===== config.mk =====
export PLATFORM = sky130hd
export DESIGN_NAME = sacs_core
export DESIGN_NICKNAME = d
export VERILOG_FILES = /design/src/sacs_pkg.sv /design/src/sacs_core.sv
export SDC_FILE = /design/constraint.sdc
export NUM_CORES = 1
export LEC_CHECK = 0
export BUFFER_PORTS_ARGS = -buffer_cell sky130_fd_sc_hd__buf_4
export CORE_MARGIN = 1
export CORE_UTILIZATION = 55
export CTS_CLUSTER_DIAMETER = 30
export DETAILED_ROUTE_END_ITERATION = 16
export PLACE_DENSITY = 0.85
export SYNTH_ARGS = -nofsm -noshare
export SYNTH_HDL_FRONTEND = slang
export SYNTH_SLANG_ARGS = --single-unit

===== constraint.sdc =====
create_clock -name clk -period 4.9 [get_ports clk]
set_input_delay 0.735 -clock clk [delete_from_list [all_inputs] [get_ports clk]]
set_output_delay 0.735 -clock clk [all_outputs]
set_load 0.1 [all_outputs]

===== src/sacs_pkg.sv =====
package sacs_pkg;

  // Register index on the plain register port
  localparam int ADDR_W = 3;
  localparam logic [2:0] OFF_CTRL0 = 3'h0;
  localparam logic [2:0] OFF_CTRL1 = 3'h1;
  localparam logic [2:0] OFF_CTRL2 = 3'h2;
  localparam logic [2:0] OFF_RESH = 3'h3;
  localparam logic [2:0] OFF_RESL = 3'h4;
  localparam logic [2:0] OFF_STAT = 3'h5;

  // Field positions
  localparam int CTRL0_EN = 0;
  localparam int CTRL0_GO = 1;
  localparam int CTRL0_CHS = 2;
  localparam int CTRL1_NREF = 0;
  localparam int CTRL1_PREF = 2;
  localparam int CTRL2_ADCS = 0;
  localparam int CTRL2_ACQT = 3;
  localparam int CTRL2_FMT = 7;
  localparam int STAT_FLAG = 0;
  localparam int STAT_OFF = 1;

  // Reset values
  localparam logic [7:0] RST_BYTE = 8'h00;
  localparam logic [9:0] RST_RES = 10'h000;

  // Channel codes
  localparam logic [3:0] CHS_FIRST_AN = 4'h3;
  localparam logic [3:0] CHS_LAST_AN = 4'hb;
  localparam logic [3:0] CHS_DAC = 4'he;
  localparam logic [3:0] CHS_FVR = 4'hf;

  // Reference codes
  localparam logic [1:0] PREF_EXT = 2'h1;
  localparam logic [1:0] PREF_FVR = 2'h2;
  localparam logic [1:0] NREF_EXT = 2'h1;

  // Conversion clock codes that pick the internal RC clock end in 11
  localparam logic [1:0] ADCS_RC_LOW = 2'h3;

  // Timing in conversion clock periods
  localparam logic [3:0] CONV_LAST_TAD = 4'ha;
  localparam logic [4:0] WAIT_TADS = 5'h02;

  // Clock: 10 MHz, instruction cycle of four clocks
  localparam int CLK_PERIOD_NS = 100;
  localparam int INSTR_NS = 400;
  localparam int INSTR_CLKS = (INSTR_NS + CLK_PERIOD_NS - 1) / CLK_PERIOD_NS;

  typedef enum logic [2:0] {
    ST_OFF, ST_SAMPLE, ST_HOLDOFF, ST_ACQ, ST_CONV, ST_WAIT
  } sacs_state_t;

  // Acquisition length per code
  function automatic logic [4:0] sacs_acq_tads(input logic [2:0] code);
    case (code)
      3'h0: sacs_acq_tads = 5'h00;
      3'h1: sacs_acq_tads = 5'h02;
      3'h2: sacs_acq_tads = 5'h04;
      3'h3: sacs_acq_tads = 5'h06;
      3'h4: sacs_acq_tads = 5'h08;
      3'h5: sacs_acq_tads = 5'h0c;
      3'h6: sacs_acq_tads = 5'h10;
      default: sacs_acq_tads = 5'h14;
    endcase
  endfunction

  // Divider terminal count (divisor minus one) per code
  function automatic logic [5:0] sacs_div_last(input logic [2:0] code);
    case (code)
      3'h0: sacs_div_last = 6'h01;
      3'h1: sacs_div_last = 6'h07;
      3'h2: sacs_div_last = 6'h1f;
      3'h4: sacs_div_last = 6'h03;
      3'h5: sacs_div_last = 6'h0f;
      3'h6: sacs_div_last = 6'h3f;
      default: sacs_div_last = 6'h3f;
    endcase
  endfunction

endpackage


===== src/sacs_core.sv =====
// Local design decisions: the register offsets and the strobed register port.
`timescale 1ns/1ps
// Summary of operation
// - Result left or right justified by format
// - Converter runs only while enable is set
// - Zero acquisition converts directly, else delay first
// - Zero acquisition start waits one instruction
// - Code 010 gives four period acquisition
// - Completion clears go, flags, stores result
// - Capacitor array discharged after every sample
// - Abort stores partial, fills with last bit
// - Reset clears registers, stops converter
// - Two periods wait, then sampling resumes
// - RC clock adds one instruction before start
// - Sleep completion wakes or powers down
// - Sleep without RC clock aborts, powers down
// - Special event sets go, resets timer
// - Control 0 holds channel, go, enable
// - Channel codes select inputs, DAC, reference
// - Go reads one while converting
// - Positive reference select decode
// - Negative reference select decode
// - Acquisition code table in conversion periods
// - Conversion clock divider table, RC codes
// - Full conversion takes eleven periods
// - Justified byte layouts of result
module sacs_core
  import sacs_pkg::*;
#(
  parameter int INSTR_CYCLES = sacs_pkg::INSTR_CLKS
) (
  // Clock and reset
  input wire logic clk,
  input wire logic rst_n,
  // Register port
  input wire logic [sacs_pkg::ADDR_W-1:0] reg_addr,
  input wire logic [7:0] reg_wdata,
  input wire logic reg_wr,
  input wire logic reg_rd,
  output logic [7:0] reg_rdata,
  // System side
  input wire logic sleep_mode,
  input wire logic converter_interrupt_enable,
  input wire logic special_event,
  output logic converter_interrupt_flag,
  output logic wake_request,
  output logic timer_counter_reset,
  // Analog side
  input wire logic rc_clk_pin,
  input wire logic comparator_pin,
  output logic analog_power,
  output logic sample_connect,
  output logic array_discharge,
  output logic [9:0] sar_trial,
  output logic [3:0] channel_select_field,
  output logic channel_valid,
  output logic pref_ext_sel,
  output logic pref_fvr_sel,
  output logic nref_ext_sel
);
  import sacs_pkg::*;

  typedef struct packed {
    sacs_state_t state;
    logic [3:0] chs;
    logic go;
    logic en;
    logic fmt;
    logic [2:0] acqt;
    logic [2:0] adcs;
    logic [1:0] pref;
    logic [1:0] nref;
    logic flag;
    logic off;
    logic [9:0] res;
    logic [9:0] acc;
    logic [9:0] trial;
    logic [3:0] bitn;
    logic [4:0] tads;
    logic [5:0] div;
    logic [7:0] hold;
    logic [2:0] rc_s;
    logic rc_f;
    logic [2:0] cmp_s;
    logic cmp_f;
    logic [7:0] rdata;
    logic wake;
    logic tmr_rst;
  } sacs_regs_t;

  sacs_regs_t r;
  sacs_regs_t next_r;

  logic is_rc;
  logic tad_tick;
  logic rc_rise;
  logic start_req;
  logic abort_req;
  logic sleep_kill;
  logic busy;
  logic [3:0] k;
  logic last_bit;
  logic [9:0] part;
  logic [7:0] resh;
  logic [7:0] resl;
  logic wr_ctrl0;

  // Conversion clock source decode
  // RC codes end 11
  assign is_rc = (r.adcs[1:0] == ADCS_RC_LOW);
  // Filtered RC edge, counted only when the last two sync stages agree
  assign rc_rise = r.rc_s[1] & r.rc_s[2] & ~r.rc_f;
  assign tad_tick = is_rc ? rc_rise : (r.div == sacs_div_last(r.adcs));

  assign busy = (r.state == ST_HOLDOFF) || (r.state == ST_ACQ) || (r.state == ST_CONV);
  assign wr_ctrl0 = reg_wr && (reg_addr == OFF_CTRL0);

  assign start_req = r.en && !r.off && (r.state == ST_SAMPLE)
                     && ((wr_ctrl0 && reg_wdata[CTRL0_GO]) || special_event);
  assign abort_req = busy && wr_ctrl0 && !reg_wdata[CTRL0_GO] && reg_wdata[CTRL0_EN];
  assign sleep_kill = sleep_mode && !is_rc && busy;

  // partial result filled with last converted bit
  assign k = r.bitn;
  always_comb begin
    last_bit = 1'b0;
    if (k >= 4'h2) begin
      last_bit = r.acc[4'(4'd11 - k)];
    end
    part = r.acc;
    for (int i = 0; i < 10; i++) begin
      if (i < 11 - int'(k)) begin
        part[i] = last_bit;
      end
    end
  end

  always_comb begin
    if (r.fmt) begin
      resh = {6'h00, r.res[9:8]};
      resl = r.res[7:0];
    end else begin
      resh = r.res[9:2];
      resl = {r.res[1:0], 6'h00};
    end
  end

  // Next state of the whole block
  always_comb begin
    next_r = r;
    next_r.wake = 1'b0;
    next_r.tmr_rst = 1'b0;
    next_r.rdata = RST_BYTE;

    // Three-stage input synchronisers
    next_r.rc_s = {r.rc_s[1:0], rc_clk_pin};
    next_r.cmp_s = {r.cmp_s[1:0], comparator_pin};
    if (r.rc_s[1] == r.rc_s[2]) begin
      next_r.rc_f = r.rc_s[2];
    end
    if (r.cmp_s[1] == r.cmp_s[2]) begin
      next_r.cmp_f = r.cmp_s[2];
    end

    // Divider runs only while enabled, restarts on each tick
    if (!r.en || tad_tick || is_rc) begin
      next_r.div = 6'h00;
    end else begin
      next_r.div = r.div + 6'h01;
    end

    // Read data one cycle after the strobe
    if (reg_rd) begin
      case (reg_addr)
        // control 0 layout, top bits zero
        OFF_CTRL0: next_r.rdata = {2'h0, r.chs, r.go, r.en};
        OFF_CTRL1: next_r.rdata = {4'h0, r.pref, r.nref};
        OFF_CTRL2: next_r.rdata = {r.fmt, 1'b0, r.acqt, r.adcs};
        OFF_RESH: next_r.rdata = resh;
        OFF_RESL: next_r.rdata = resl;
        OFF_STAT: next_r.rdata = {6'h00, r.off, r.flag};
        default: next_r.rdata = RST_BYTE;
      endcase
    end

    // Register writes
    if (reg_wr) begin
      case (reg_addr)
        OFF_CTRL0: begin
          next_r.chs = reg_wdata[CTRL0_CHS +: 4];
          next_r.en = reg_wdata[CTRL0_EN];
        end
        OFF_CTRL1: begin
          next_r.pref = reg_wdata[CTRL1_PREF +: 2];
          next_r.nref = reg_wdata[CTRL1_NREF +: 2];
        end
        OFF_CTRL2: begin
          next_r.fmt = reg_wdata[CTRL2_FMT];
          next_r.acqt = reg_wdata[CTRL2_ACQT +: 3];
          next_r.adcs = reg_wdata[CTRL2_ADCS +: 3];
        end
        OFF_STAT: begin
          if (reg_wdata[STAT_FLAG]) begin
            next_r.flag = 1'b0;
          end
        end
        default: begin
        end
      endcase
    end

    // Power-down after sleep ends when the system wakes
    if (!sleep_mode) begin
      next_r.off = 1'b0;
    end

    // Sequencer
    case (r.state)
      ST_OFF: begin
        if (r.en) begin
          next_r.state = ST_SAMPLE;
        end
      end
      ST_SAMPLE: begin
        if (start_req) begin
          next_r.go = 1'b1;
          next_r.tmr_rst = special_event;
          next_r.hold = is_rc ? 8'(2 * INSTR_CYCLES - 1) : 8'(INSTR_CYCLES - 1);
          next_r.state = ST_HOLDOFF;
        end
      end
      ST_HOLDOFF: begin
        if (r.hold != 8'h00) begin
          next_r.hold = r.hold - 8'h01;
        end else if (sacs_acq_tads(r.acqt) == 5'h00) begin
          // direct start when acquisition is zero
          next_r.state = ST_CONV;
          next_r.bitn = 4'h0;
          next_r.acc = RST_RES;
          next_r.trial = RST_RES;
        end else begin
          next_r.tads = sacs_acq_tads(r.acqt);
          next_r.state = ST_ACQ;
        end
      end
      ST_ACQ: begin
        if (tad_tick) begin
          next_r.tads = r.tads - 5'h01;
          if (r.tads == 5'h01) begin
            next_r.state = ST_CONV;
            next_r.bitn = 4'h0;
            next_r.acc = RST_RES;
            next_r.trial = RST_RES;
          end
        end
      end
      ST_CONV: begin
        // one setup period then ten bit periods
        if (tad_tick) begin
          next_r.bitn = r.bitn + 4'h1;
          if (r.bitn != 4'h0) begin
            next_r.acc[4'(CONV_LAST_TAD - r.bitn)] = r.cmp_f;
          end
          if (r.bitn == CONV_LAST_TAD) begin
            next_r.res = {r.acc[9:1], r.cmp_f};
            next_r.go = 1'b0;
            next_r.flag = 1'b1;
            next_r.trial = RST_RES;
            next_r.tads = WAIT_TADS;
            next_r.state = ST_WAIT;
            // sleep completion wakes or powers down
            if (sleep_mode) begin
              if (converter_interrupt_enable) begin
                next_r.wake = 1'b1;
              end else begin
                next_r.off = 1'b1;
              end
            end
          end else begin
            next_r.trial = next_r.acc;
            next_r.trial[4'(4'h9 - r.bitn)] = 1'b1;
          end
        end
      end
      ST_WAIT: begin
        if (tad_tick) begin
          next_r.tads = r.tads - 5'h01;
          if (r.tads == 5'h01) begin
            next_r.state = ST_SAMPLE;
          end
        end
      end
      default: next_r.state = ST_OFF;
    endcase

    if (abort_req) begin
      next_r.go = 1'b0;
      next_r.trial = RST_RES;
      next_r.tads = WAIT_TADS;
      next_r.state = ST_WAIT;
      if (r.state == ST_CONV) begin
        next_r.res = part;
      end
    end

    // abort and power down, enable kept
    if (sleep_kill) begin
      next_r.go = 1'b0;
      next_r.off = 1'b1;
      next_r.trial = RST_RES;
      next_r.state = ST_WAIT;
      next_r.tads = WAIT_TADS;
    end

    if ((wr_ctrl0 && !reg_wdata[CTRL0_EN]) || !r.en) begin
      next_r.go = 1'b0;
      next_r.trial = RST_RES;
      if (!(r.state == ST_OFF && r.en)) begin
        next_r.state = ST_OFF;
      end
    end

    // Set beats a software clear in the same cycle
    if (next_r.state == ST_WAIT && r.state == ST_CONV && tad_tick && r.bitn == CONV_LAST_TAD) begin
      next_r.flag = 1'b1;
    end
  end

  // reset returns all registers, converter off
  always_ff @(posedge clk or negedge rst_n) begin
    if (!rst_n) begin
      r <= '0;
    end else begin
      r <= next_r;
    end
  end

  // Register-side outputs
  assign reg_rdata = r.rdata;
  assign converter_interrupt_flag = r.flag;
  assign wake_request = r.wake;
  assign timer_counter_reset = r.tmr_rst;

  assign analog_power = r.en && !r.off;
  // array discharged during setup period and wait
  assign array_discharge = analog_power
                           && ((r.state == ST_WAIT) || (r.state == ST_CONV && r.bitn == 4'h0));
  // Hold capacitor follows the channel while sampling
  assign sample_connect = analog_power
                          && ((r.state == ST_SAMPLE) || (r.state == ST_HOLDOFF) || (r.state == ST_ACQ));
  assign sar_trial = r.trial;

  assign channel_select_field = r.chs;
  assign channel_valid = ((r.chs >= CHS_FIRST_AN) && (r.chs <= CHS_LAST_AN))
                         || (r.chs == CHS_DAC) || (r.chs == CHS_FVR);
  assign pref_ext_sel = (r.pref == PREF_EXT);
  assign pref_fvr_sel = (r.pref == PREF_FVR);
  assign nref_ext_sel = (r.nref == NREF_EXT);

endmodule


==> results.py, run 1 <==
metrics = {
    "yosys": {
        "ys_seq_elements": 93,
        "ys.warnings.count": 0,
        "synthArstFlopShare": 1.00,
        "synth_seq_area_share": 0.408,
        "synth_flop_cell": "dfrtp_1",
        "avgSynthCellArea_um2": 9.63,
        "syn_area_um2": 5700,
        "synth_cell_types": 76,
        "synth_edf_count": 0,
        "synth_nets": 635,
        "synthCells": 592,
    },
    "timing": {
        "fin_crit_sh": 0.624,
        "tns_ps": 0,
        "skew_ps": 18.6,
        "setup_viol": 0,
        "post-route-min-period_ps": 3060,
        "tightest_slew_ps": 1080,
        "final_max_slew_viol_count": 0,
        "clock.fmax_mhz": 327,
        "rsz0062_at_grt": "false",
        "maxSlewHeadroom": 0.278,
        "hold_viol_final": 0,
    },
    "power": {
        "ir_drop_v": 0.000257,
        "power_density_nw_per_um2": 349,
        "finalPower_uw": 2160,
        "leakagePower_uw": 0.00276,
    },
    "placed_design": {
        "dpl.hpwl_um": 9430,
        "io_buffers": 50,
        "gp_congestion": 0.910,
    },
    "floorplanning": {
        "die-area_um2": 10800,
        "std_cell_rows": 36,
        "core_area_um2": 9910,
        "pin_count": 52,
        "start_util": 0.575,
        "die_y_um": 104,
        "dieWidth_um": 104,
    },
    "setup_path": {
        "r2r_slack_ps": 1840,
        "worstSetupEndpointType": "register",
        "rr_worst_depth": 8,
        "critical_path_class": "register to register",
        "cp.arrival_ps": 3320,
        "timing.rr.end": "sar_trial[2]$_DFFE_PN0P_",
        "cp_data_required_time_ps": 5160,
        "r2r_start": "k[2]$_DFFE_PN0P_",
        "cp-start-kind": "register",
        "crit_end": "sar_trial[2]$_DFFE_PN0P_",
        "path_max_fanout": 11,
        "cp-startpoint": "k[2]$_DFFE_PN0P_",
    },
    "drt": {
        "met3RoutedLength_um": 728,
        "drtIter0Drc": 309,
        "wire_per_inst_um": 17.5,
        "routed_wl_um": 13100,
        "met1_length_um": 5990,
        "ant_nets": 0,
        "via_count": 4662,
        "first_pass_iters": 8,
        "dr.max_layer_used": "met4",
        "wl_met2_um": 6030,
        "drcViolationCount": 0,
        "vias_per_cell": 6.24,
    },
    "clock_network": {
        "htree_levels": 3,
        "insertion_delay_ps": 370,
        "clkTransAtPathRegs_ps": 110,
        "cts-root-buf": "clkbuf_8",
        "cts_max_path_buffers": 2,
        "cts_hold_buf": 0,
        "cts_buffers": 9,
        "post-cts-setup-buffers": 0,
        "cts_tree": "yes",
        "clock_sinks": 93,
        "post_cts_resize_count": 0,
    },
    "global_routing": {
        "grt_overflow": 0,
        "antenna_found_initial": 0,
        "grt_pass1_wl_um": 22200,
        "grt_usage": 0.253,
        "grt_start_max_net_pins": 53,
        "first_global_vias": 4604,
    },
    "finish": {
        "fillers": 801,
        "final_nets": 652,
        "area_growth_pct": 8.21,
        "multi_input_area_um2": 2970,
        "diodes": 0,
        "layout-drive-gt1-share": 0.163,
        "seq_area_um2": 2330,
    },
    "min_path": {
        "min_path_type": "input port to asynchronous set/reset pin",
    },
    "run_status": {
        "status": "finished, final reports clean",
    },
    "flow_run": {
        "drv_cap": 0,
    },
}
[synthesized netlist by cell type (11+ instances only)]
cell / instances / share of area
dfrtp_1: 93 / 0.41
nand2_1: 56 / 0.037
nor2_1: 46 / 0.030
a21oi_1: 43 / 0.038
inv_1: 32 / 0.021
buf_4: 23 / 0.030
ha_1: 23 / 0.050
mux2i_1: 19 / 0.033
o21ai_0: 16 / 0.014
clkbuf_1: 15 / 0.0099
nor3_1: 15 / 0.013
xor2_1: 14 / 0.022
mux2_2: 11 / 0.022
nand3_1: 11 / 0.0097
[cell usage in the layout, fill, tap and decap left out, types with 4 or more instances in the layout]
cell	netlist	final
o2bb2ai_1	10	10
a21oi_1	43	43
nand4b_1	4	4
a31oi_1	5	5
nand2b_1	7	7
clkbuf_8	0	10
inv_1	32	32
and3_1	6	6
mux2i_1	19	19
buf_4	23	53
nand2_1	56	56
and2_1	7	7
o2111ai_1	8	8
nor2b_1	10	10
xnor2_1	9	9
o21ai_0	16	16
nand4_1	6	6
mux2_2	11	11
o21ai_1	8	8
xor2_1	14	14
dfrtp_1	93	93
a222oi_1	8	8
nor2_1	46	46
a31o_1	10	10
nand3_1	11	11
ha_1	23	23
nor3_1	15	15
a22oi_1	4	4
[stage by stage]
step	utilization	setup WS, ps	cell area [µm²]	hold slack [ps]	std cells
3_3_place_gp	0.603	2050	5980	333	731
6_report	0.623	1840	6170	332	747
5_1_grt	0.623	1650	6170	363	747
4_1_cts	0.623	1900	6170	337	747
3_5_place_dp	0.603	1980	5980	336	731
2_1_floorplan	-	1060	5700	331	592
[layer usage]
layer  global-route usage  vias up
li1                     -     2163
met1                0.341     2304
met2                0.408      170
met3               0.0321       25
met4                0.113        0
met5                    0        -
[kinds of logic (layout without fill, tap and decap cells)]
family	Yosys count	after routing	share of synthesized area
mux	32	32	0.0630
xor+xnor	23	23	0.0353
buf+inv	79	101	0.0713
simple gates	184	184	0.163
compound gates	157	157	0.207
fa+ha+maj	24	24	0.0522
flops	93	93	0.408
[state kept, by name, summed over array words and instances, names as in the netlist]
signal                    cells
timer_counter_reset           1
reg_rdata                     8
converter_interrupt_flag      1
channel_select_field          4
next_r                        4
r                            60
k                             4
wake_request                  1
sar_trial                    10
[report_power, final]
part	internal, µW	leakage, µW	switching (µW)
Sequential	864	0.00117	134
Clock	206	0.0000914	288
Combinational	207	0.00151	455
Total	1280	0.00276	877
[final cells by class]
type                       instances  share of cell area
tap                              133              0.0270
timing repair buffer              53              0.0645
clock buffer                      10              0.0223
multi-input combinational        420               0.481
clock inverter                     6             0.00852
sequential                        93               0.377
inverter                          32              0.0195
[how the worst min path moves through the flow]
stage / startpoint / endpoint / slack, ps
after floorplan: next_r[12]$_DFF_PN0_ / next_r[13]$_DFF_PN0_ / 330
after global placement: next_r[12]$_DFF_PN0_ / next_r[13]$_DFF_PN0_ / 330
after detailed placement: next_r[12]$_DFF_PN0_ / next_r[13]$_DFF_PN0_ / 340
after CTS: rst_n / channel_select_field[3]$_DFFE_PN0P_ / 340
after global routing: rst_n / channel_select_field[3]$_DFFE_PN0P_ / 360
final: rst_n / channel_select_field[3]$_DFFE_PN0P_ / 330
[worst max-delay path, stage by stage (launching register included)]
cell and delay (ps):
dfrtp_1 570, inv_1 190, ha_1 290, nor2b_1 180, nor3_1 850, o2111ai_1 230
mux2i_1 330, a21oi_1 110, a31o_1 200
No activity file was read; power rests on OpenSTA's default activity.
==> inputs of run 2 (changes only) <==
--- a/config.mk
+++ b/config.mk
@@ -7,10 +7,10 @@
 export LEC_CHECK = 0
 export BUFFER_PORTS_ARGS = -buffer_cell sky130_fd_sc_hd__buf_4
 export CORE_MARGIN = 1
-export CORE_UTILIZATION = 55
+export CORE_UTILIZATION = 54
 export CTS_CLUSTER_DIAMETER = 30
 export DETAILED_ROUTE_END_ITERATION = 16
-export PLACE_DENSITY = 0.85
+export PLACE_DENSITY = 0.86
 export SYNTH_ARGS = -nofsm -noshare
 export SYNTH_HDL_FRONTEND = slang
 export SYNTH_SLANG_ARGS = --single-unit
==> constraint.sdc (replaced) <==
create_clock -name clk -period 2.7 [get_ports clk]
set_input_delay 0.405 -clock clk [delete_from_list [all_inputs] [get_ports clk]]
set_output_delay 0.405 -clock clk [all_outputs]
set_load 0.1 [all_outputs]
==> results.py, run 2 (same netlist as run 1, synthesis figures left out) <==
metrics = {
    "floorplanning": {
        "die-area_um2": 11000,
        "core_area_um2": 10300,
        "dieWidth_um": 105,
        "pin_count": 52,
        "start_util": 0.555,
        "std_cell_rows": 37,
        "die_y_um": 105,
    },
    "finish": {
        "fillers": 873,
        "layout_common_cells": "93 x dfrtp_1, 67 x buf_4, 56 x nand2_1",
        "final_nets": 666,
        "diodes": 0,
        "largest_register_ffs": 60,
        "postLayoutCoreUtil": 0.614,
        "layout-drive-gt1-share": 0.186,
        "regMostFlops": "r",
        "final_common_cell": "dfrtp_1",
        "area_growth_pct": 10.7,
    },
    "global_routing": {
        "grt_start_max_net_pins": 55,
        "grt_usage": 0.258,
        "antenna_found_initial": 0,
        "grt_pass1_wl_um": 22700,
        "grt_overflow": 0,
        "first_global_vias": 4584,
    },
    "clock_network": {
        "cts_tree": "yes",
        "cts_buffers": 9,
        "insertion_delay_ps": 380,
        "clock_sinks": 93,
        "cts_max_path_buffers": 2,
        "htree_levels": 3,
        "cts-root-buf": "clkbuf_8",
        "cts_hold_buf": 0,
        "clkTransAtPathRegs_ps": 100,
    },
    "run_status": {
        "status": "finished, final reports clean",
    },
    "placed_design": {
        "gp_congestion": 0.898,
        "io_buffers": 50,
        "dpl.hpwl_um": 9780,
    },
    "drt": {
        "via_count": 4661,
        "ant_nets": 0,
        "wire_per_inst_um": 17.5,
        "first_pass_iters": 5,
        "drcViolationCount": 0,
        "vias_per_cell": 6.10,
        "routed_wl_um": 13400,
        "drtIter0Drc": 364,
    },
    "power": {
        "leakagePower_uw": 0.00284,
        "ir_drop_v": 0.000439,
        "power_density_nw_per_um2": 639,
        "finalPower_uw": 4030,
    },
    "flow_run": {
        "drv_cap": 0,
    },
    "timing": {
        "tns_ps": 0,
        "maxSlewHeadroom": 0.464,
        "setup_viol": 0,
        "skew_ps": 12.2,
        "tightest_slew_ps": 798,
        "hold_viol_final": 0,
        "post-route-min-period_ps": 2530,
        "final_max_slew_viol_count": 0,
        "clock.fmax_mhz": 396,
        "rsz0062_at_grt": "false",
        "fin_crit_sh": 0.935,
    },
    "setup_path": {
        "worstSetupEndpointType": "output pin",
        "cp_data_required_time_ps": 2300,
        "path_max_fanout": 9,
        "cp.arrival_ps": 2120,
        "critical_path_class": "register to output pin",
        "cp-start-kind": "register",
    },
    "min_path": {
        "min_path_type": "input port to asynchronous set/reset pin",
    },
}
==> run 2: cell count changes in the layout (fill, tap and decap cells not counted), sizes merged <==
cell      delta
buf         +14
bufinv       +1
clkinv       +1
clkinvlp     -1
inv          -1
==> run 2: timing repair <==
item / CTS / global route
setup endpoints to repair: 0 / 10
buffers inserted: 0 / 0
gates resized for setup: 0 / 1
==> run 2: area by class of cell <==
class / instances / area (µm²) / area share
clock buffer: 10 / 138 / 0.0218
tap: 136 / 170 / 0.0270
timing repair buffer: 67 / 503 / 0.0797
clock inverter: 6 / 68.8 / 0.0109
inverter: 32 / 120 / 0.0190
sequential: 93 / 2330 / 0.369
multi-input combinational: 420 / 2980 / 0.473
==> run 2: worst paths after layout <==
kind	startpoint	to	slack, ps	cells after the start
setup / recovery	k[1]$_DFFE_PN0P_	array_discharge	170	6
setup reg to reg	r[77]$_DFFE_PN0P_	r[68]$_DFF_PN0_	230	6
hold reg to reg	next_r[16]$_DFF_PN0_	next_r[17]$_DFF_PN0_	350	0
min in group clk	comparator_pin	next_r[12]$_DFF_PN0_	130	1
max in group asynchronous	rst_n	k[2]$_DFFE_PN0P_	1960	2
hold / removal	rst_n	reg_rdata[3]$_DFF_PN0_	60	1
==> run 2: through the flow <==
stage | instance area [µm²] | worst slack [ps] | hold WS [ps] | instances
after floorplan | 5710 | 45.7 | 109 | 592
after global placement | 6100 | 188 | 335 | 748
after detailed placement | 6100 | 100 | 335 | 748
after CTS | 6300 | 75.2 | 83.3 | 764
after global routing | 6310 | 76.4 | 112 | 764
final | 6310 | 175 | 60.1 | 764
==> run 2: per-layer routing <==
layer / GRT usage / wire length, µm / vias up
met5: 0 / 0 / -
met4: 0.0996 / 306 / 0
met3: 0.0337 / 771 / 26
met2: 0.414 / 6270 / 174
met1: 0.358 / 6030 / 2272
li1: - / - / 2189
==> run 2: worst max-delay path, stage by stage (launching register included) <==
cell	delay [ps]
dfrtp_1	510
inv_1	120
buf_4	170
ha_1	300
a21oi_1	120
nor3_2	190
buf_4	330
==> run 2: power breakdown <==
part / internal [µW] / switching, µW
clock network: 460 / 517
registers: 1570 / 227
logic: 407 / 854
total: 2440 / 1600
==> inputs of run 3 (changes only) <==
==> constraint.sdc (replaced) <==
create_clock -name clk -period 2.7 [get_ports clk]
set_input_delay 0.27 -clock clk [delete_from_list [all_inputs] [get_ports clk]]
set_output_delay 0.27 -clock clk [all_outputs]
set_load 0.1 [all_outputs]
==> results.py, run 3 (same netlist as run 1, synthesis figures left out) <==
metrics = {
    "run_status": {
        "status": "finished, final reports clean",
    },
    "setup_path": {
        "path_max_fanout": 9,
        "worstSetupEndpointType": "register",
        "path_delay_family": "simple AND/OR/NAND/NOR gates",
        "crit_cells": 9,
        "max_stage_delay_ps": 530,
        "crit_slowest_cell": "dfrtp_1",
        "r2r_slack_ps": 150,
        "crit_chain": "inv_1 -> buf_4 -> ha_1 -> nand2_1 -> nand2_1 -> nor4_1 -> mux2i_1 -> a21oi_1 -> a31o_1",
        "cp.arrival_ps": 2820,
        "cp_data_required_time_ps": 2970,
        "cp-start-kind": "register",
        "rr_worst_depth": 9,
        "critical_path_class": "register to register",
        "crit_path_frequent_cell": "nand2_1",
        "cp_num_buf_inv": 2,
    },
    "global_routing": {
        "grt_pass1_wl_um": 22600,
        "grtUsageMet2": 0.428,
        "met1_usage": 0.333,
        "first_global_vias": 4608,
        "antenna_found_initial": 0,
        "grt_overflow": 0,
        "grt_usage": 0.259,
        "use_met3": 0.0487,
        "grt_start_max_net_pins": 54,
        "grt_busiest_layer": "met2",
    },
    "clock_network": {
        "cts_max_path_buffers": 2,
        "cts-root-buf": "clkbuf_8",
        "htree_levels": 3,
        "cts_buffers": 9,
        "clkTransAtPathRegs_ps": 90,
        "cts_tree": "yes",
        "clock_sinks": 93,
        "insertion_delay_ps": 380,
    },
    "finish": {
        "diodes": 0,
        "area_growth_pct": 10.7,
        "final_nets": 666,
        "final_common_cell": "dfrtp_1",
        "layout-drive-gt1-share": 0.179,
        "postLayoutCoreUtil": 0.614,
        "layout_common_cells": "93 x dfrtp_1, 63 x buf_4, 56 x nand2_1",
        "largest_register_ffs": 60,
        "regMostFlops": "r",
    },
    "floorplanning": {
        "std_cell_rows": 37,
        "pin_count": 52,
        "die_y_um": 105,
        "die-area_um2": 11000,
        "core_area_um2": 10300,
        "start_util": 0.555,
        "dieWidth_um": 105,
    },
    "timing": {
        "rsz0062_at_grt": "false",
        "hold_viol_final": 0,
        "tns_ps": 0,
        "setup_viol": 0,
        "fin_crit_sh": 0.944,
        "clock.fmax_mhz": 392,
        "maxSlewHeadroom": 0.509,
        "skew_ps": 12.6,
        "post-route-min-period_ps": 2550,
        "final_max_slew_viol_count": 0,
        "tightest_slew_ps": 731,
    },
    "power": {
        "power_density_nw_per_um2": 630,
        "ir_drop_v": 0.000380,
        "leakagePower_uw": 0.00283,
    },
    "drt": {
        "drtIter0Drc": 427,
        "routed_wl_um": 13400,
        "via_count": 4653,
        "drcViolationCount": 0,
        "vias_per_cell": 6.10,
        "ant_nets": 0,
        "first_pass_iters": 6,
        "wire_per_inst_um": 17.6,
    },
    "placed_design": {
        "dpl.hpwl_um": 9550,
        "io_buffers": 50,
        "gp_congestion": 0.900,
    },
    "min_path": {
        "hold_path_depth": 3,
        "min_path_type": "input port to register",
    },
    "flow_run": {
        "drv_cap": 0,
    },
}
## run 3: worst register-to-register path: cells and delay by family, from the launching register on
kind            cells  cell delay (ps)
simple gates        3              670
flops               1              530
mux                 1              340
buf+inv             2              320
compound gates      2              310
fa+ha+maj           1              280
## run 3: report_power, final
group	switching, µW	total (µW)	internal (µW)
clock network	507	935	429
registers	237	1810	1570
logic	840	1230	394
total	1580	3970	2390
## run 3: cell type report
| cell class | count | area [µm²] |
|---|---|---|
| fillers | 860 | 3970 |
| multi-input cells | 420 | 2980 |
| flip-flops and latches | 93 | 2330 |
| repair buffers | 67 | 523 |
| well taps | 136 | 170 |
| clock buffers | 10 | 128 |
| inverters | 32 | 120 |
| clock inverters | 5 | 60.1 |
## run 3: repair_timing
item / in CTS / in global routing
setup buffers: 0 / 0
hold buffers: 3 / 0
setup endpoints to repair: 1 / 0
gates resized for setup: 1 / 0
hold endpoints to repair: 42 / 0
## run 3: worst paths after layout
check / end / start
min: channel_select_field[2]$_DFFE_PN0P_ / reg_wdata[4]
max reg2reg: sar_trial[8]$_DFFE_PN0P_ / k[1]$_DFFE_PN0P_
min in group asynchronous: reg_rdata[6]$_DFF_PN0_ / rst_n
min reg2reg: next_r[17]$_DFF_PN0_ / next_r[16]$_DFF_PN0_
max: sar_trial[8]$_DFFE_PN0P_ / k[1]$_DFFE_PN0P_
max in group asynchronous: r[91]$_DFF_PN0_ / rst_n
## run 3: metal layers
layer  wire, µm  vias up
met5          0        -
li1           -     2181
met3        798       34
met4        335        0
met2       6520      185
met1       5750     2253
## run 3: per-stage QoR
| stage | setup WS [ps] | area [µm²] | hold slack, ps | instances | power (µW) |
|---|---|---|---|---|---|
| after floorplan | 181 | 5710 | -25.6 | 592 | 2760 |
| after global placement | 194 | 6090 | 284 | 745 | 2990 |
| after detailed placement | 120 | 6090 | 290 | 745 | 3050 |
| after CTS | 252 | 6310 | 83.6 | 763 | 3990 |
| after global routing | 4.86 | 6310 | 95.8 | 763 | 4190 |
| final | 151 | 6310 | 96.2 | 763 | 3970 |
